### config.mk
export PLATFORM = sky130hd
export DESIGN_NAME = dra_refresh_ctrl
export DESIGN_NICKNAME = d
export VERILOG_FILES = /design/src/design/dra_pkg.sv /design/src/design/dra_refresh_ctrl.sv
export SDC_FILE = /design/constraint.sdc
export NUM_CORES = 1
export LEC_CHECK = 0
export ABC_AREA = 1
export BUFFER_PORTS_ARGS = -buffer_cell sky130_fd_sc_hd__buf_2
export CAP_MARGIN = 5
export CORE_MARGIN = 2
export CORE_UTILIZATION = 51
export CTS_CLUSTER_DIAMETER = 50
export CTS_CLUSTER_SIZE = 8
export DETAILED_ROUTE_END_ITERATION = 12
export HOLD_SLACK_MARGIN = 0.06
export PLACE_DENSITY = 0.78
export SYNTH_ARGS = -nofsm -noshare
export SYNTH_HDL_FRONTEND = slang
export SYNTH_SLANG_ARGS = --single-unit
### constraint.sdc
create_clock -name sys_clk -period 3.4 [get_ports sys_clk]
set_clock_uncertainty 0.1 [all_clocks]
set_input_delay 0.51 -clock sys_clk [delete_from_list [all_inputs] [get_ports sys_clk]]
set_output_delay 0.51 -clock sys_clk [all_outputs]
set_load 0.01 [all_outputs]
### src/design/dra_pkg.sv
// constants, types and register map of the refresh and address controller
package dra_pkg;

   // ==========================================================
   // widths
   localparam int ADDR_W = 10;
   localparam int CNT_W = 9;
   localparam int BANKS = 4;
   localparam int BUS_AW = 4;
   localparam int BUS_DW = 32;

   // ==========================================================
   // counter limits
   localparam logic [CNT_W-1:0] CNT_ZERO = 9'h000;
   localparam logic [CNT_W-1:0] CNT_ONE = 9'h001;
   localparam logic [CNT_W-1:0] CNT_LAST = 9'h1FF;

   // ==========================================================
   // register map, byte addresses
   localparam logic [BUS_AW-1:0] ADDR_CTRL = 4'h0;
   localparam logic [BUS_AW-1:0] ADDR_STATUS = 4'h4;
   localparam logic [BUS_AW-1:0] ADDR_DONE = 4'h8;

   // control fields
   localparam int CTRL_PAIRED_BIT = 0;
   localparam int CTRL_CLEAR_BIT = 1;
   localparam logic CTRL_PAIRED_RST = 1'b0;

   // status fields
   localparam int STAT_CNT_LSB = 0;
   localparam int STAT_MODE_LSB = 12;
   localparam int STAT_REQ_BIT = 16;
   localparam int STAT_BUSY_BIT = 17;
   localparam int STAT_EXT_BIT = 18;

   localparam logic [BUS_DW-1:0] BUS_ZERO = 32'h0000_0000;
   localparam logic [15:0] DONE_ZERO = 16'h0000;
   localparam logic [15:0] DONE_ONE = 16'h0001;

   // ==========================================================
   // operating modes and forced refresh sequence
   typedef enum logic [1:0] {
      MODE_EXT_REFRESH,
      MODE_AUTO_REFRESH,
      MODE_EXT_ACCESS,
      MODE_AUTO_ACCESS
   } dra_mode_t;

   typedef enum logic [2:0] {
      F_IDLE,
      F_ARM,
      F_LOW,
      F_HOLD,
      F_DONE
   } dra_fstate_t;

   // ==========================================================
   // carriers
   typedef struct packed {
      logic [ADDR_W-1:0] row;
      logic [ADDR_W-1:0] col;
   } dra_addr_in_t;

   typedef struct packed {
      logic [BANKS-1:0] row_n;
      logic column_n;
      logic write_n;
   } dra_strobes_t;

endpackage

### src/design/dra_refresh_ctrl.sv
// refresh counter, address latches, mode decode and forced refresh control
//
// Contract
// access: only decoded bank strobe follows input; with paired control bit set, the pair picked by bank select high follows
// latches transparent while strobe high, hold on fall
// system keeps addresses valid or drops strobe
// nine-bit refresh counter wraps 511 to zero
// ten address outputs, nine-bit counter
// write strobe output copies write input always
// system picks read/write/rmw via write timing
// reset clears counter and control flops
// two mode inputs decode into four modes
// mode 0: counter out, all strobes follow
// external refresh: increment on row strobe rise
// system holds refresh-select until strobe rises
// system lowers refresh-select before row strobe
// request pin pulled low clears counter
// system bursts by toggling row strobe
// mode 1 reuses pins as refresh clocks
// clock high at mode 1 entry: act mode 0
// clock falls without refresh: request at once
// system finishes access then lowers refresh-select
// forced strobes low second fall, two more
// request removed when forced strobes go low
// system resets counter with open-collector driver
// column strobe output high during refresh
`timescale 1ns/100ps
module dra_refresh_ctrl
   import dra_pkg::*;
(
   input wire logic sys_clk,
   input wire logic reset,
   input wire dra_pkg::dra_addr_in_t addr_in,
   input wire logic bank_select_high,
   input wire logic bank_select_low,
   input wire logic address_latch_strobe,
   input wire logic row_strobe_in,
   input wire logic column_strobe_in,
   input wire logic write_strobe_in,
   input wire logic mode_select_high,
   input wire logic mode_select_low,
   input wire logic row_col_select,
   input wire logic refresh_request_i,
   output logic refresh_request_o,
   output logic refresh_request_oe,
   output logic [dra_pkg::ADDR_W-1:0] addr_out,
   output dra_pkg::dra_strobes_t strobes_out,
   input wire logic [dra_pkg::BUS_AW-1:0] avs_address,
   input wire logic avs_read,
   input wire logic avs_write,
   input wire logic [dra_pkg::BUS_DW-1:0] avs_writedata,
   output logic [dra_pkg::BUS_DW-1:0] avs_readdata,
   output logic avs_waitrequest
);
   import dra_pkg::*;

   // ==========================================================
   // helpers
   function automatic dra_mode_t decode_mode(input logic hi, input logic lo);
      dra_mode_t m;
      case ({hi, lo})
         2'b00: m = MODE_EXT_REFRESH;
         2'b01: m = MODE_AUTO_REFRESH;
         2'b10: m = MODE_EXT_ACCESS;
         default: m = MODE_AUTO_ACCESS;
      endcase
      return m;
   endfunction

   function automatic logic [BANKS-1:0] bank_enable(input logic hi, input logic lo,
                                                    input logic paired);
      logic [BANKS-1:0] e;
      e = '0;
      if (paired) begin
         e = hi ? 4'hC : 4'h3;
      end else begin
         e[{hi, lo}] = 1'b1;
      end
      return e;
   endfunction

   // ==========================================================
   // state
   dra_mode_t mode;
   dra_mode_t mode_prev_reg;
   dra_fstate_t fstate_reg, fstate_next;
   logic [CNT_W-1:0] cnt_reg, cnt_next;
   dra_addr_in_t latch_reg, latch_next;
   logic bank_hi_reg, bank_hi_next, bank_lo_reg, bank_lo_next;
   logic rs_prev_reg, cs_prev_reg, refresh_period_clock_prev_reg;
   logic ext_like_reg, ext_like_next;
   logic refreshed_reg, refreshed_next;
   logic req_reg, req_next;
   logic [ADDR_W-1:0] addr_next;
   dra_strobes_t strobes_next;
   logic [15:0] done_reg, done_next;
   logic paired_reg, paired_next;
   logic soft_clear;
   logic ext_like, ext_refresh, forced_mode, refresh_mode, auto_mode;
   logic rs_rise, strobe_generator_clock_fall, refresh_period_clock_fall, inc, pin_clear;
   dra_addr_in_t addr_now;
   logic bank_hi_now, bank_lo_now;
   logic [BANKS-1:0] en;

   assign mode = decode_mode(mode_select_high, mode_select_low);

   // ==========================================================
   // core next state
   always_comb begin
      // mode 1 entry with the period clock high latches external behaviour
      ext_like = (mode_prev_reg != MODE_AUTO_REFRESH) ? row_col_select : ext_like_reg;
      ext_like_next = ext_like;
      refresh_mode = (mode == MODE_EXT_REFRESH) || (mode == MODE_AUTO_REFRESH);
      auto_mode = (mode == MODE_AUTO_REFRESH) || (mode == MODE_AUTO_ACCESS);
      ext_refresh = (mode == MODE_EXT_REFRESH) ||
                    ((mode == MODE_AUTO_REFRESH) && ext_like);
      forced_mode = (mode == MODE_AUTO_REFRESH) && !ext_like;
      rs_rise = row_strobe_in && !rs_prev_reg;
      strobe_generator_clock_fall = !column_strobe_in && cs_prev_reg;
      refresh_period_clock_fall = !row_col_select && refresh_period_clock_prev_reg && auto_mode;
      // own request also pulls the pin low, so only an outside low clears
      pin_clear = !refresh_request_i && !req_reg && refresh_mode;
      // forced refresh sequence on generator clock falls
      fstate_next = fstate_reg;
      inc = 1'b0;
      if (!forced_mode) begin
         fstate_next = F_IDLE;
         // refresh-select lifted early still counts the row as done
         inc = (fstate_reg == F_LOW) || (fstate_reg == F_HOLD);
      end else if (strobe_generator_clock_fall) begin
         case (fstate_reg)
            F_IDLE: fstate_next = F_ARM;
            F_ARM: fstate_next = F_LOW;
            F_LOW: fstate_next = F_HOLD;
            F_HOLD: begin
               fstate_next = F_DONE;
               inc = 1'b1;
            end
            F_DONE: fstate_next = F_DONE;
            default: fstate_next = F_IDLE;
         endcase
      end
      if (ext_refresh && rs_rise) begin
         inc = 1'b1;
      end
      // counter: clear beats increment
      cnt_next = cnt_reg;
      if (pin_clear || soft_clear) begin
         cnt_next = CNT_ZERO;
      end else if (inc) begin
         cnt_next = (cnt_reg == CNT_LAST) ? CNT_ZERO : cnt_reg + CNT_ONE;
      end
      done_next = inc ? done_reg + DONE_ONE : done_reg;
      // request: set on a fall with no refresh, set wins over clear
      refreshed_next = inc || (refreshed_reg && !refresh_period_clock_fall);
      req_next = req_reg;
      if ((fstate_next == F_LOW) && (fstate_reg != F_LOW)) begin
         req_next = 1'b0;
      end
      if (refresh_period_clock_fall && !refreshed_reg && !inc) begin
         req_next = 1'b1;
      end
      // transparent latches
      addr_now = address_latch_strobe ? addr_in : latch_reg;
      bank_hi_now = address_latch_strobe ? bank_select_high : bank_hi_reg;
      bank_lo_now = address_latch_strobe ? bank_select_low : bank_lo_reg;
      latch_next = addr_now;
      bank_hi_next = bank_hi_now;
      bank_lo_next = bank_lo_now;
      en = bank_enable(bank_hi_now, bank_lo_now, paired_reg);
      // output mux
      strobes_next.write_n = write_strobe_in;
      if (refresh_mode) begin
         addr_next = {1'b0, cnt_next};
         strobes_next.column_n = 1'b1;
         if (forced_mode) begin
            strobes_next.row_n = ((fstate_next == F_LOW) || (fstate_next == F_HOLD)) ?
                                 '0 : '1;
         end else begin
            strobes_next.row_n = {BANKS{row_strobe_in}};
         end
      end else begin
         addr_next = row_col_select ? addr_now.row : addr_now.col;
         strobes_next.column_n = row_col_select ? 1'b1 : column_strobe_in;
         strobes_next.row_n = ~en | {BANKS{row_strobe_in}};
      end
   end

   always_ff @(posedge sys_clk) begin
      if (reset) begin
         mode_prev_reg <= MODE_EXT_REFRESH;
         fstate_reg <= F_IDLE;
         cnt_reg <= CNT_ZERO;
         latch_reg <= '0;
         bank_hi_reg <= 1'b0;
         bank_lo_reg <= 1'b0;
         rs_prev_reg <= 1'b1;
         cs_prev_reg <= 1'b1;
         refresh_period_clock_prev_reg <= 1'b0;
         ext_like_reg <= 1'b0;
         refreshed_reg <= 1'b0;
         req_reg <= 1'b0;
         done_reg <= DONE_ZERO;
         addr_out <= '0;
         strobes_out <= '1;
         refresh_request_o <= 1'b0;
         refresh_request_oe <= 1'b0;
      end else begin
         mode_prev_reg <= mode;
         fstate_reg <= fstate_next;
         cnt_reg <= cnt_next;
         latch_reg <= latch_next;
         bank_hi_reg <= bank_hi_next;
         bank_lo_reg <= bank_lo_next;
         rs_prev_reg <= row_strobe_in;
         cs_prev_reg <= column_strobe_in;
         refresh_period_clock_prev_reg <= row_col_select;
         ext_like_reg <= ext_like_next;
         refreshed_reg <= refreshed_next;
         req_reg <= req_next;
         done_reg <= done_next;
         addr_out <= addr_next;
         strobes_out <= strobes_next;
         refresh_request_o <= 1'b0;
         refresh_request_oe <= req_next;
      end
   end

   // ==========================================================
   // avalon slave: answers one cycle after the request is seen
   logic wait_next;
   logic [BUS_DW-1:0] rdata_next;
   logic [BUS_DW-1:0] status_word;

   always_comb begin
      status_word = BUS_ZERO;
      status_word[STAT_CNT_LSB +: CNT_W] = cnt_reg;
      status_word[STAT_MODE_LSB +: 2] = mode;
      status_word[STAT_REQ_BIT] = req_reg;
      status_word[STAT_BUSY_BIT] = (fstate_reg == F_LOW) || (fstate_reg == F_HOLD);
      status_word[STAT_EXT_BIT] = ext_like_reg;
      wait_next = !((avs_read || avs_write) && avs_waitrequest);
      rdata_next = avs_readdata;
      if (avs_read && avs_waitrequest) begin
         case (avs_address)
            ADDR_CTRL: rdata_next = {{(BUS_DW-1){1'b0}}, paired_reg};
            ADDR_STATUS: rdata_next = status_word;
            ADDR_DONE: rdata_next = {DONE_ZERO, done_reg};
            default: rdata_next = BUS_ZERO;
         endcase
      end
      paired_next = paired_reg;
      soft_clear = 1'b0;
      // write lands on the edge where the master sees waitrequest low
      if (avs_write && !avs_waitrequest && (avs_address == ADDR_CTRL)) begin
         paired_next = avs_writedata[CTRL_PAIRED_BIT];
         soft_clear = avs_writedata[CTRL_CLEAR_BIT];
      end
   end

   always_ff @(posedge sys_clk) begin
      if (reset) begin
         avs_waitrequest <= 1'b1;
         avs_readdata <= BUS_ZERO;
         paired_reg <= CTRL_PAIRED_RST;
      end else begin
         avs_waitrequest <= wait_next;
         avs_readdata <= rdata_next;
         paired_reg <= paired_next;
      end
   end

   // ==========================================================
   // checks
   a_write_copy: assert property (@(posedge sys_clk) disable iff (reset)
      1'b1 |=> strobes_out.write_n == $past(write_strobe_in))
      else $error("write strobe output not copying input");
   a_cnt_wrap: assert property (@(posedge sys_clk) disable iff (reset)
      (cnt_reg == CNT_LAST) && inc && !pin_clear && !soft_clear |=> cnt_reg == CNT_ZERO)
      else $error("refresh counter did not wrap");
   a_ext_inc: assert property (@(posedge sys_clk) disable iff (reset)
      ext_refresh && rs_rise && !pin_clear && !soft_clear
      |=> cnt_reg == CNT_W'($past(cnt_reg) + CNT_ONE))
      else $error("counter missed row strobe rise");
   a_pin_clear: assert property (@(posedge sys_clk) disable iff (reset)
      !refresh_request_i && !refresh_request_oe && refresh_mode |=> cnt_reg == CNT_ZERO)
      else $error("outside low on request pin did not clear counter");
   a_cas_high: assert property (@(posedge sys_clk) disable iff (reset)
      refresh_mode |=> strobes_out.column_n)
      else $error("column strobe low during refresh");
   a_all_follow: assert property (@(posedge sys_clk) disable iff (reset)
      mode == MODE_EXT_REFRESH |=> strobes_out.row_n == {BANKS{$past(row_strobe_in)}})
      else $error("row strobes not all following in mode 0");
   a_req_raise: assert property (@(posedge sys_clk) disable iff (reset)
      refresh_period_clock_fall && !refreshed_reg && !inc |=> refresh_request_oe)
      else $error("no refresh request after missed period");
   a_forced_seq: assert property (@(posedge sys_clk) disable iff (reset)
      forced_mode && (fstate_reg == F_ARM) && strobe_generator_clock_fall
      |=> (strobes_out.row_n == '0) && !refresh_request_oe)
      else $error("forced strobes not low or request held");
   a_addr_pass: assert property (@(posedge sys_clk) disable iff (reset)
      address_latch_strobe && (mode == MODE_EXT_ACCESS) && row_col_select
      |=> addr_out == $past(addr_in.row))
      else $error("row address not passed through");

endmodule // dra_refresh_ctrl

==> flow_summary.yaml, run 1 <==
status:
  status: "finished, final reports clean"
cells_and_area:
  area_growth_pct: 12.0
  final_common_cell: "nand2_1"
  drive_above_1_share_pct: 16.3
  n_fill_cell: 775
  finish.utilization_pct: 59.2
  layout_common_cells: "146 x nand2_1, 95 x dfxtp_1, 76 x buf_2"
  num_antenna_cells: 0
  layout.nets: 732
  largest_reg_flops: 20
route:
  wl_per_cell_microns: 13.0
  drc: 0
  vias_per_cell: 5.16
  finalWirelength_microns: 9960
  drt_iter0_drc: 209
  num_vias: 3969
  ant_nets: 0
  dr.pass1.iters: 5
floorplan:
  dieArea_sq_um: 9320
  initial_core_util_pct: 52.9
  rows: 33
  die_w_microns: 96.5
  pin_count: 121
  dieHeight_microns: 96.5
  fp.coreArea_sq_um: 8260
hold_path:
  hp-start: "write_strobe_in"
  holdPathStages: 2
  hold_end: "strobes_out[0]"
  min_path_type: "primary input to register"
yosys:
  ys_seq_elements: 95
  netlist-cell-type-count: 36
  syn_inst: 597
  yosysWarningCount: 0
  synth_area_per_cell_sq_um: 7.31
  netlist_area_sq_um: 4370
  synth-seq-area-share_pct: 43.6
global_routing:
  grt_use_total_pct: 22.4
  grt_max_degree: 43
  grt_pass1_vias: 3696
  grt_pass1_wl_microns: 16400
  overflow: 0
  antenna_found_initial: 0
critical_path:
  cp_slowest_stage_delay_ns: 0.37
  arrival_ns: 2.15
  crit_required_ns: 3.59
  cp_slowest_cell: "inv_2"
  worstSetupPathType: "register to register"
  r2r_start: "mode_prev_reg[1]"
  endpoint_kind: "register"
  r2r_cells: 9
  crit_start: "mode_prev_reg[1]"
  path_common_cell: "nand2_1"
  reg2reg_slack_ns: 1.44
  crit_fanout: 32
  r2r-end: "done_reg[1]"
  crit_chain: "inv_1, nand2_1, nand2_1, nand3_1, nand2_2, nand3_4, inv_2, o21ai_0, a21oi_1"
  start_kind: "register"
clocking:
  numCtsBuffers: 9
  ctsResizeCount: 0
  clk_pin_slew_worst_paths_ns: 0.10
  cts_sinks: 95
  clkLatencyLatePin_ns: 0.37
  clockRootBuffer: "clkbuf_8"
  post_cts_buffers: 0
  ctsLongestPathBuffers: 2
  cts_tree: "yes"
  cts_hold_buf: 0
  htreeDepth: 3
pwr:
  p_per_area_nw_per_um2: 431
  power.leakage_nw: 2.24
  finalPower_mw: 2.11
  vdd_drop_max_v: 0.000297
sta:
  setup-violations-final: 0
  setup_ws_ns: 1.44
  max_freq_mhz: 509
  worst_slew_pin_slew_ns: 0.765
  fin_tns_setup_ns: 0
  rsz0062_at_grt: "false"
  min_period_over_period_pct: 57.8
  final-max-slew-violation-count: 0
  slew_headroom_pct: 49.0
  finalHoldViolCount: 0
  period_needed_ns: 1.96
place:
  io_buffers: 76
  place.gp.congestion: 0.908
  dp_slack_ns: 1.15
  dpl.hpwl_microns: 7160
flow_run:
  maxCapViolCount: 0
## Yosys cell counts (all sizes together)
cell type | n | share of area [%]
nand2 | 149 | 13
nand3 | 54 | 6.7
nor2 | 56 | 4.9
clkbuf | 14 | 1.2
o21ai | 28 | 3.4
xnor2 | 2 | 0.40
a21boi | 1 | 0.17
and3 | 1 | 0.14
o211ai | 1 | 0.17
nand4 | 6 | 0.86
or2 | 2 | 0.29
o22ai | 11 | 1.6
nor3 | 15 | 2.0
buf | 25 | 4.3
xor2 | 5 | 1.0
inv | 64 | 5.5
dfxtp | 95 | 44
ha | 3 | 0.86
a21oi | 43 | 5.2
conb | 1 | 0.086
clkinv | 1 | 0.086
mux2i | 20 | 4.6
## power by group
part	switching [mW]	leakage [nW]	internal (mW)
Combinational	0.133	1.37	0.0697
Sequential	0.0156	0.776	1.15
Clock	0.445	0.101	0.291
## critical path, delay by kind of cell (launching register included)
kind / cells / cell delay [ns]
and+or+nand+nor: 5 / 0.73
DFF: 1 / 0.32
AOI/OAI and AO/OA: 2 / 0.30
buffers and inverters: 2 / 0.44
## cell families (layout without fill, tap and decap cells)
group	count (synthesis)	count (layout)	share of synthesized area, %
xor gates and xnor gates	7	7	1.40
AOI/OAI and AO/OA	84	84	10.5
muxes	20	20	4.59
adders and majority gates	3	3	0.860
other	1	14	0.0859
DFF	95	95	43.6
buffers and inverters	104	158	11.1
and+or+nand+nor	283	283	27.9
## worst max-delay path by stage
stage | to | slack [ns] | cells past startpoint
final | done_reg[1] | 1.44 | 9
after floorplan | addr_out[6] | 1.77 | 11
after global placement | addr_out[0] | 1.18 | 10
after detailed placement | addr_out[0] | 1.15 | 10
after global routing | done_reg[1] | 1.18 | 8
after CTS | done_reg[1] | 1.46 | 9
## cell type report
cell class / instances / area (sq um) / area share (%)
Inverter: 65 / 244 / 4.99
Sequential cell: 95 / 1900 / 38.9
Timing Repair Buffer: 77 / 388 / 7.94
Tap cell: 105 / 131 / 2.69
Clock buffer: 9 / 124 / 2.53
Multi-Input combinational cell: 411 / 2030 / 41.5
Clock inverter: 7 / 68.8 / 1.41
## layer usage
metal	vias to the layer above	GRT usage [%]	wire length, microns
li1	2024	-	-
met1	1806	28.2	4570
met2	120	37.5	4560
met3	19	4.81	668
met4	0	8.80	169
met5	-	0	0
## metrics by stage
stage	hold slack, ns	instances	instance area (sq um)
after detailed placement	0.352	753	4690
after global routing	0.217	769	4890
after CTS	0.209	769	4890
after floorplan	0.356	610	4410
after global placement	0.335	753	4690
final	0.221	769	4890
Power figures use the tool's default switching activity.
==> run 2, diff against run 1 <==
- CORE_UTILIZATION: 51 -> 47
- PLACE_DENSITY: 0.78 -> 0.76
- clock period: 3.4 -> 1.65 ns (I/O delays scaled with it)
==> run 2 against run 1 <==
Effect of this change: sequential power increased by 110%; non-clock buffer count grew 54; global-route usage fell by 0.50 points; wire length is 11% higher; core utilization is 1.7 points higher; sequential share of layout area decreased by 4.3 points; clock power grew 120%; die area is 8.1% higher; register-to-register slack lost 1.4 ns.
==> flow_summary.yaml, run 2 (same netlist as run 1, synthesis figures left out) <==
cells_and_area:
  drive_above_1_share_pct: 25.9
  final_common_cell: "nand2_1"
  layout_common_cells: "139 x nand2_1, 82 x dfxtp_1, 76 x buf_2"
  multi_input_area_sq_um: 2140
  regArea_sq_um: 1920
  area_growth_pct: 27.1
  layout.nets: 786
  num_antenna_cells: 0
  n_fill_cell: 788
  finish.utilization_pct: 60.9
  largest_reg_flops: 20
pwr:
  power.leakage_nw: 2.52
  finalPower_mw: 4.53
  p_per_area_nw_per_um2: 816
  vdd_drop_max_v: 0.000474
route:
  finalWirelength_microns: 11100
  wl_per_cell_microns: 13.4
  ant_nets: 0
  drc: 0
  drt_iter0_drc: 241
  dr.pass1.iters: 5
  num_vias: 4253
  vias_per_cell: 5.13
sta:
  period_needed_ns: 1.64
  min_period_over_period_pct: 99.7
  fin_tns_setup_ns: 0
  max_freq_mhz: 608
  setup-violations-final: 0
  final-max-slew-violation-count: 0
  setup_ws_ns: 0.00500
  rsz0062_at_grt: "true"
  finalHoldViolCount: 0
clocking:
  clockRootBuffer: "clkbuf_8"
  numCtsBuffers: 9
  clkLatencyLatePin_ns: 0.36
  htreeDepth: 3
  clk_pin_slew_worst_paths_ns: 0.10
  cts_tree: "yes"
  cts_sinks: 95
  ctsLongestPathBuffers: 2
critical_path:
  arrival_ns: 1.82
  reg2reg_slack_ns: 0.005
  crit_fanout: 6
  crit_chain: "nand2_2, inv_2, nand3_4, nor3_2, ha_2, buf_6, a21oi_4, buf_12, and3_4"
  cp_slowest_cell: "dfxtp_2"
  r2r_start: "cnt_reg[2]"
  worstSetupPathType: "register to register"
  start_kind: "register"
  crit_start: "cnt_reg[2]"
  cp_slowest_stage_delay_ns: 0.35
  crit_required_ns: 1.82
  endpoint_kind: "register"
global_routing:
  antenna_found_initial: 0
  grt_pass1_vias: 3943
  grt_pass1_wl_microns: 17800
  grt_use_total_pct: 21.9
  overflow: 0
  grt_max_degree: 21
place:
  dp_slack_ns: -0.0201
  dpl.hpwl_microns: 7670
  io_buffers: 76
  place.gp.congestion: 0.876
floorplan:
  dieHeight_microns: 100
  fp.coreArea_sq_um: 9110
  dieArea_sq_um: 10100
  die_w_microns: 100
  initial_core_util_pct: 47.9
  rows: 35
  pin_count: 121
status:
  status: "finished, final reports clean"
hold_path:
  min_path_type: "primary input to register"
  hp-start: "addr_in[15]"
flow_run:
  maxCapViolCount: 0
[run 2: changes by cell type in the layout (fill, tap and decap cells not counted), sizes merged]
cell,delta
inv,-3
bufinv,+1
clkinv,+1
buf,+35
dlygate4sd3,+18
clkbuf,+1
clkinvlp,+1
[run 2: what timing repair did]
action                                  CTS  global route
endpoints found under the setup margin    7            31
pin swaps                                 2            16
cloned                                    0             1
hold endpoints to repair                 18             0
hold buffers                             18             0
setup buffers                             1             3
resized for setup                         3            46
[run 2: where the power goes]
group	internal, mW	switching (mW)	leakage (nW)
clock network	0.718	0.875	0.101
logic	0.223	0.305	1.64
registers	2.37	0.0328	0.782
total	3.31	1.21	2.52
[run 2: path summary, 6_finish.rpt]
check                     end  depth (start not counted)
min             latch_reg[15]                          3
max                cnt_reg[5]                          9
min reg2reg  avs_readdata[16]                          2
max reg2reg        cnt_reg[5]                          9
[run 2: cell type report]
cell class / instances / area share (%)
multi-input combinational: 411 / 38.6
timing repair buffer: 131 / 16.2
tap: 111 / 2.50
sequential: 95 / 34.6
inverter: 65 / 4.40
clock buffer: 9 / 2.23
clock inverter: 7 / 1.40
[run 2: through the flow]
step	hold slack, ns	area [sq um]	std cells
after floorplan	0.244	4410	610
after global placement	0.332	4960	790
after detailed placement	0.337	4960	790
after CTS	0.0609	5370	825
after global routing	0.0713	5550	829
final	0.0640	5550	829
[run 2: critical path, delay by kind of cell (launching register included)]
kind	cells	cell delay [ns]
simple gates	4	0.47
buf+inv	3	0.32
flops	1	0.35
fa+ha+maj	1	0.24
compound gates	1	0.06
[run 2: routing by layer]
metal	part of all wire, %	routed length, microns	track usage [%]	up-vias
met5	0	0	0	-
met4	1.6	180	6.32	0
met3	7.5	831	5.08	14
met2	48	5310	37.2	171
met1	43	4780	27.8	1931
li1	-	-	-	2137
==> run 3, diff against run 2 <==
- ABC_AREA: 1 -> 0
==> run 3 against run 2 <==
Effect of this change: the flow now finishes with violations (negative setup slack); maximum frequency is 20% lower; cell count is 6.3% lower; count of clock-buffer cells in the layout is 1 higher; wire length is 14% higher.
==> flow_summary.yaml, run 3 <==
status:
  status: "complete, but fails checks"
  violations: "negative setup slack"
floorplan:
  fp.coreArea_sq_um: 8760
  rows: 34
  initial_core_util_pct: 48.7
  dieArea_sq_um: 9870
  dieHeight_microns: 99.3
  die_w_microns: 99.3
  pin_count: 121
yosys:
  syn_inst: 483
  netlist-cell-type-count: 57
  netlist_top_cells_count: "95 x dfxtp_1, 56 x nor2_1, 41 x nand2_1"
  yosysWarningCount: 0
  async_flop_share_pct: 0
  yosysTopAreaCell: "dfxtp_1"
  netlist_area_sq_um: 4270
  synth_top_area_share_pct: 44.5
  synthFlopType: "dfxtp_1"
  synth_edf_count: 0
  synth_area_per_cell_sq_um: 8.84
  synth_most_common_cell: "dfxtp_1"
  ys_seq_elements: 95
  synth-seq-area-share_pct: 44.5
  yosys-top-cells-area: "dfxtp_1 45%, mux2i_1 4.9%, nor2_1 4.9%, a21oi_1 3.9%, nand2_1 3.6%"
clocking:
  ctsLongestPathBuffers: 2
  clk_pin_slew_worst_paths_ns: 0.10
  htreeDepth: 3
  clkLatencyLatePin_ns: 0.37
  numCtsBuffers: 9
  cts_sinks: 95
  clockRootBuffer: "clkbuf_8"
  cts_tree: "yes"
critical_path:
  r2r_cells: 12
  crit_end: "addr_out[3]"
  crit_required_ns: 1.79
  r2r_start: "cnt_reg[0]"
  crit_fanout: 4
  cp_slowest_stage_delay_ns: 0.38
  crit_start: "cnt_reg[0]"
  cp_slowest_cell: "dfxtp_2"
  crit_chain: "ha_4, nand3_4, nor2_4, and3_4, ha_4, buf_4, buf_6, nor2_2, nand4_1, o221ai_2, nor3_2, o22ai_1"
  start_kind: "register"
  r2r-end: "addr_out[3]"
  reg2reg_slack_ns: -0.42
  arrival_ns: 2.20
  worstSetupPathType: "register to register"
  path_common_cell: "ha_4"
  endpoint_kind: "register"
route:
  drt_iter0_drc: 236
  wl_per_cell_microns: 16.3
  dr.pass1.iters: 5
  vias_per_cell: 5.56
  wl_met1_microns: 5660
  route.met2.wl_microns: 6230
  routed-wl-met3_microns: 485
  top_layer: "met4"
  num_vias: 4321
  ant_nets: 0
  finalWirelength_microns: 12600
  drc: 0
global_routing:
  grt_pass1_wl_microns: 19900
  grt_max_degree: 49
  grt_pass1_vias: 4173
  antenna_found_initial: 0
  overflow: 0
  grt_use_total_pct: 25.2
cells_and_area:
  drive_above_1_share_pct: 39.5
  final_common_cell: "dfxtp_1"
  layout_common_cells: "90 x dfxtp_1, 78 x buf_4, 76 x buf_2"
  regArea_sq_um: 1910
  n_fill_cell: 643
  multi_input_area_sq_um: 2400
  area_growth_pct: 43.9
  largest_reg_flops: 20
  layout.cells.non_filler: 777
  num_antenna_cells: 0
  layout.nets: 737
place:
  dpl.hpwl_microns: 8590
  dp_cells: 723
  place.gp.congestion: 0.869
  dp_slack_ns: -0.445
  io_buffers: 76
sta:
  period_needed_ns: 2.07
  finalHoldViolCount: 0
  rsz0062_at_grt: "true"
  setup-violations-final: 39
  final-max-slew-violation-count: 0
  max_freq_mhz: 484
  setup_ws_ns: -0.417
  min_period_over_period_pct: 125
pwr:
  p_per_area_nw_per_um2: 704
  power.leakage_nw: 2.70
  vdd_drop_max_v: 0.000372
hold_path:
  min_path_type: "primary input to register"
flow_run:
  maxCapViolCount: 0
==> run 3: changes by cell type after synthesis, moves of 9 or more <==
cell	change
and2_1	+10
a22o_1	+10
nand2_1	-105
nand3_1	-28
a21oi_1	-9
a22oi_1	+12
and3_1	+11
inv_1	-53
==> run 3: timing repair <==
item | CTS | global route
pin swaps | 31 | 23
endpoints found under the setup margin | 39 | 41
cloned | 1 | 0
hold buffers | 17 | 0
gates resized for setup | 31 | 32
endpoints found under the hold margin | 17 | 0
setup buffers | 13 | 10
==> run 3: kinds of logic (layout without fill, tap and decap cells) <==
family                   after synthesis  count (layout)  synth area share (%)
flip-flops                            95              95                  44.5
adder cells (fa/ha/maj)                3               3                 0.879
multiplexers                          29              29                  7.03
XOR/XNOR                               3               3                 0.615
AO/OA/AOI/OAI                        106             106                  17.3
other                                  1              14                0.0878
buffers and inverters                 50             223                  6.44
AND/OR/NAND/NOR                      196             196                  23.1
==> run 3: worst min path at each step <==
stage | from | end | slack, ns | cells past startpoint
after floorplan | column_strobe_in | cs_prev_reg | 0.25 | 2
after global placement | write_strobe_in | strobes_out[0] | 0.34 | 2
after detailed placement | write_strobe_in | strobes_out[0] | 0.34 | 2
after CTS | addr_in[17] | latch_reg[17] | 0.06 | 3
after global routing | avs_write | avs_waitrequest | 0.08 | 3
final | addr_in[17] | latch_reg[17] | 0.07 | 3
==> run 3: where the power goes <==
group	internal (mW)	total, mW	switching (mW)
sequential	2.36	2.38	0.0191
combinational	0.259	0.552	0.293
clock	0.554	1.40	0.847
==> run 3: critical path, delay by kind of cell, from the launching register on <==
kind | cells | cell delay, ns
AO/OA/AOI/OAI | 2 | 0.23
flip-flops | 1 | 0.38
buffers and inverters | 2 | 0.19
adder cells (fa/ha/maj) | 2 | 0.32
AND/OR/NAND/NOR | 6 | 0.71
==> run 3: metal layers <==
metal | global-route usage (%) | up-vias
met5 | 0 | -
li1 | - | 2064
met2 | 42.7 | 127
met4 | 8.11 | 0
met3 | 4.01 | 24
met1 | 33.0 | 2106
==> run 3: per-stage QoR <==
stage               util [%]  total power, mW  TNS [ns]  instance area (sq um)  hold WS [ns]
floorplan                  -             2.71     -4.09                   4410         0.246
global placement        61.2             2.89     -6.58                   5360         0.339
detailed placement      61.2             2.90     -8.87                   5360         0.338
CTS                     68.0             4.33     -7.56                   5960        0.0609
global route            70.1             4.50    -11.57                   6150        0.0793
finish                  70.1             4.33     -8.97                   6150        0.0701
==> run 3: layout make-up <==
type / instances / share of cell area [%]
inverters: 10 / 0.651
flip-flops and latches: 95 / 31.0
well taps: 108 / 2.20
clock inverters: 6 / 0.733
clock buffers: 10 / 2.08
multi-input cells: 351 / 39.0
repair buffers: 197 / 24.3
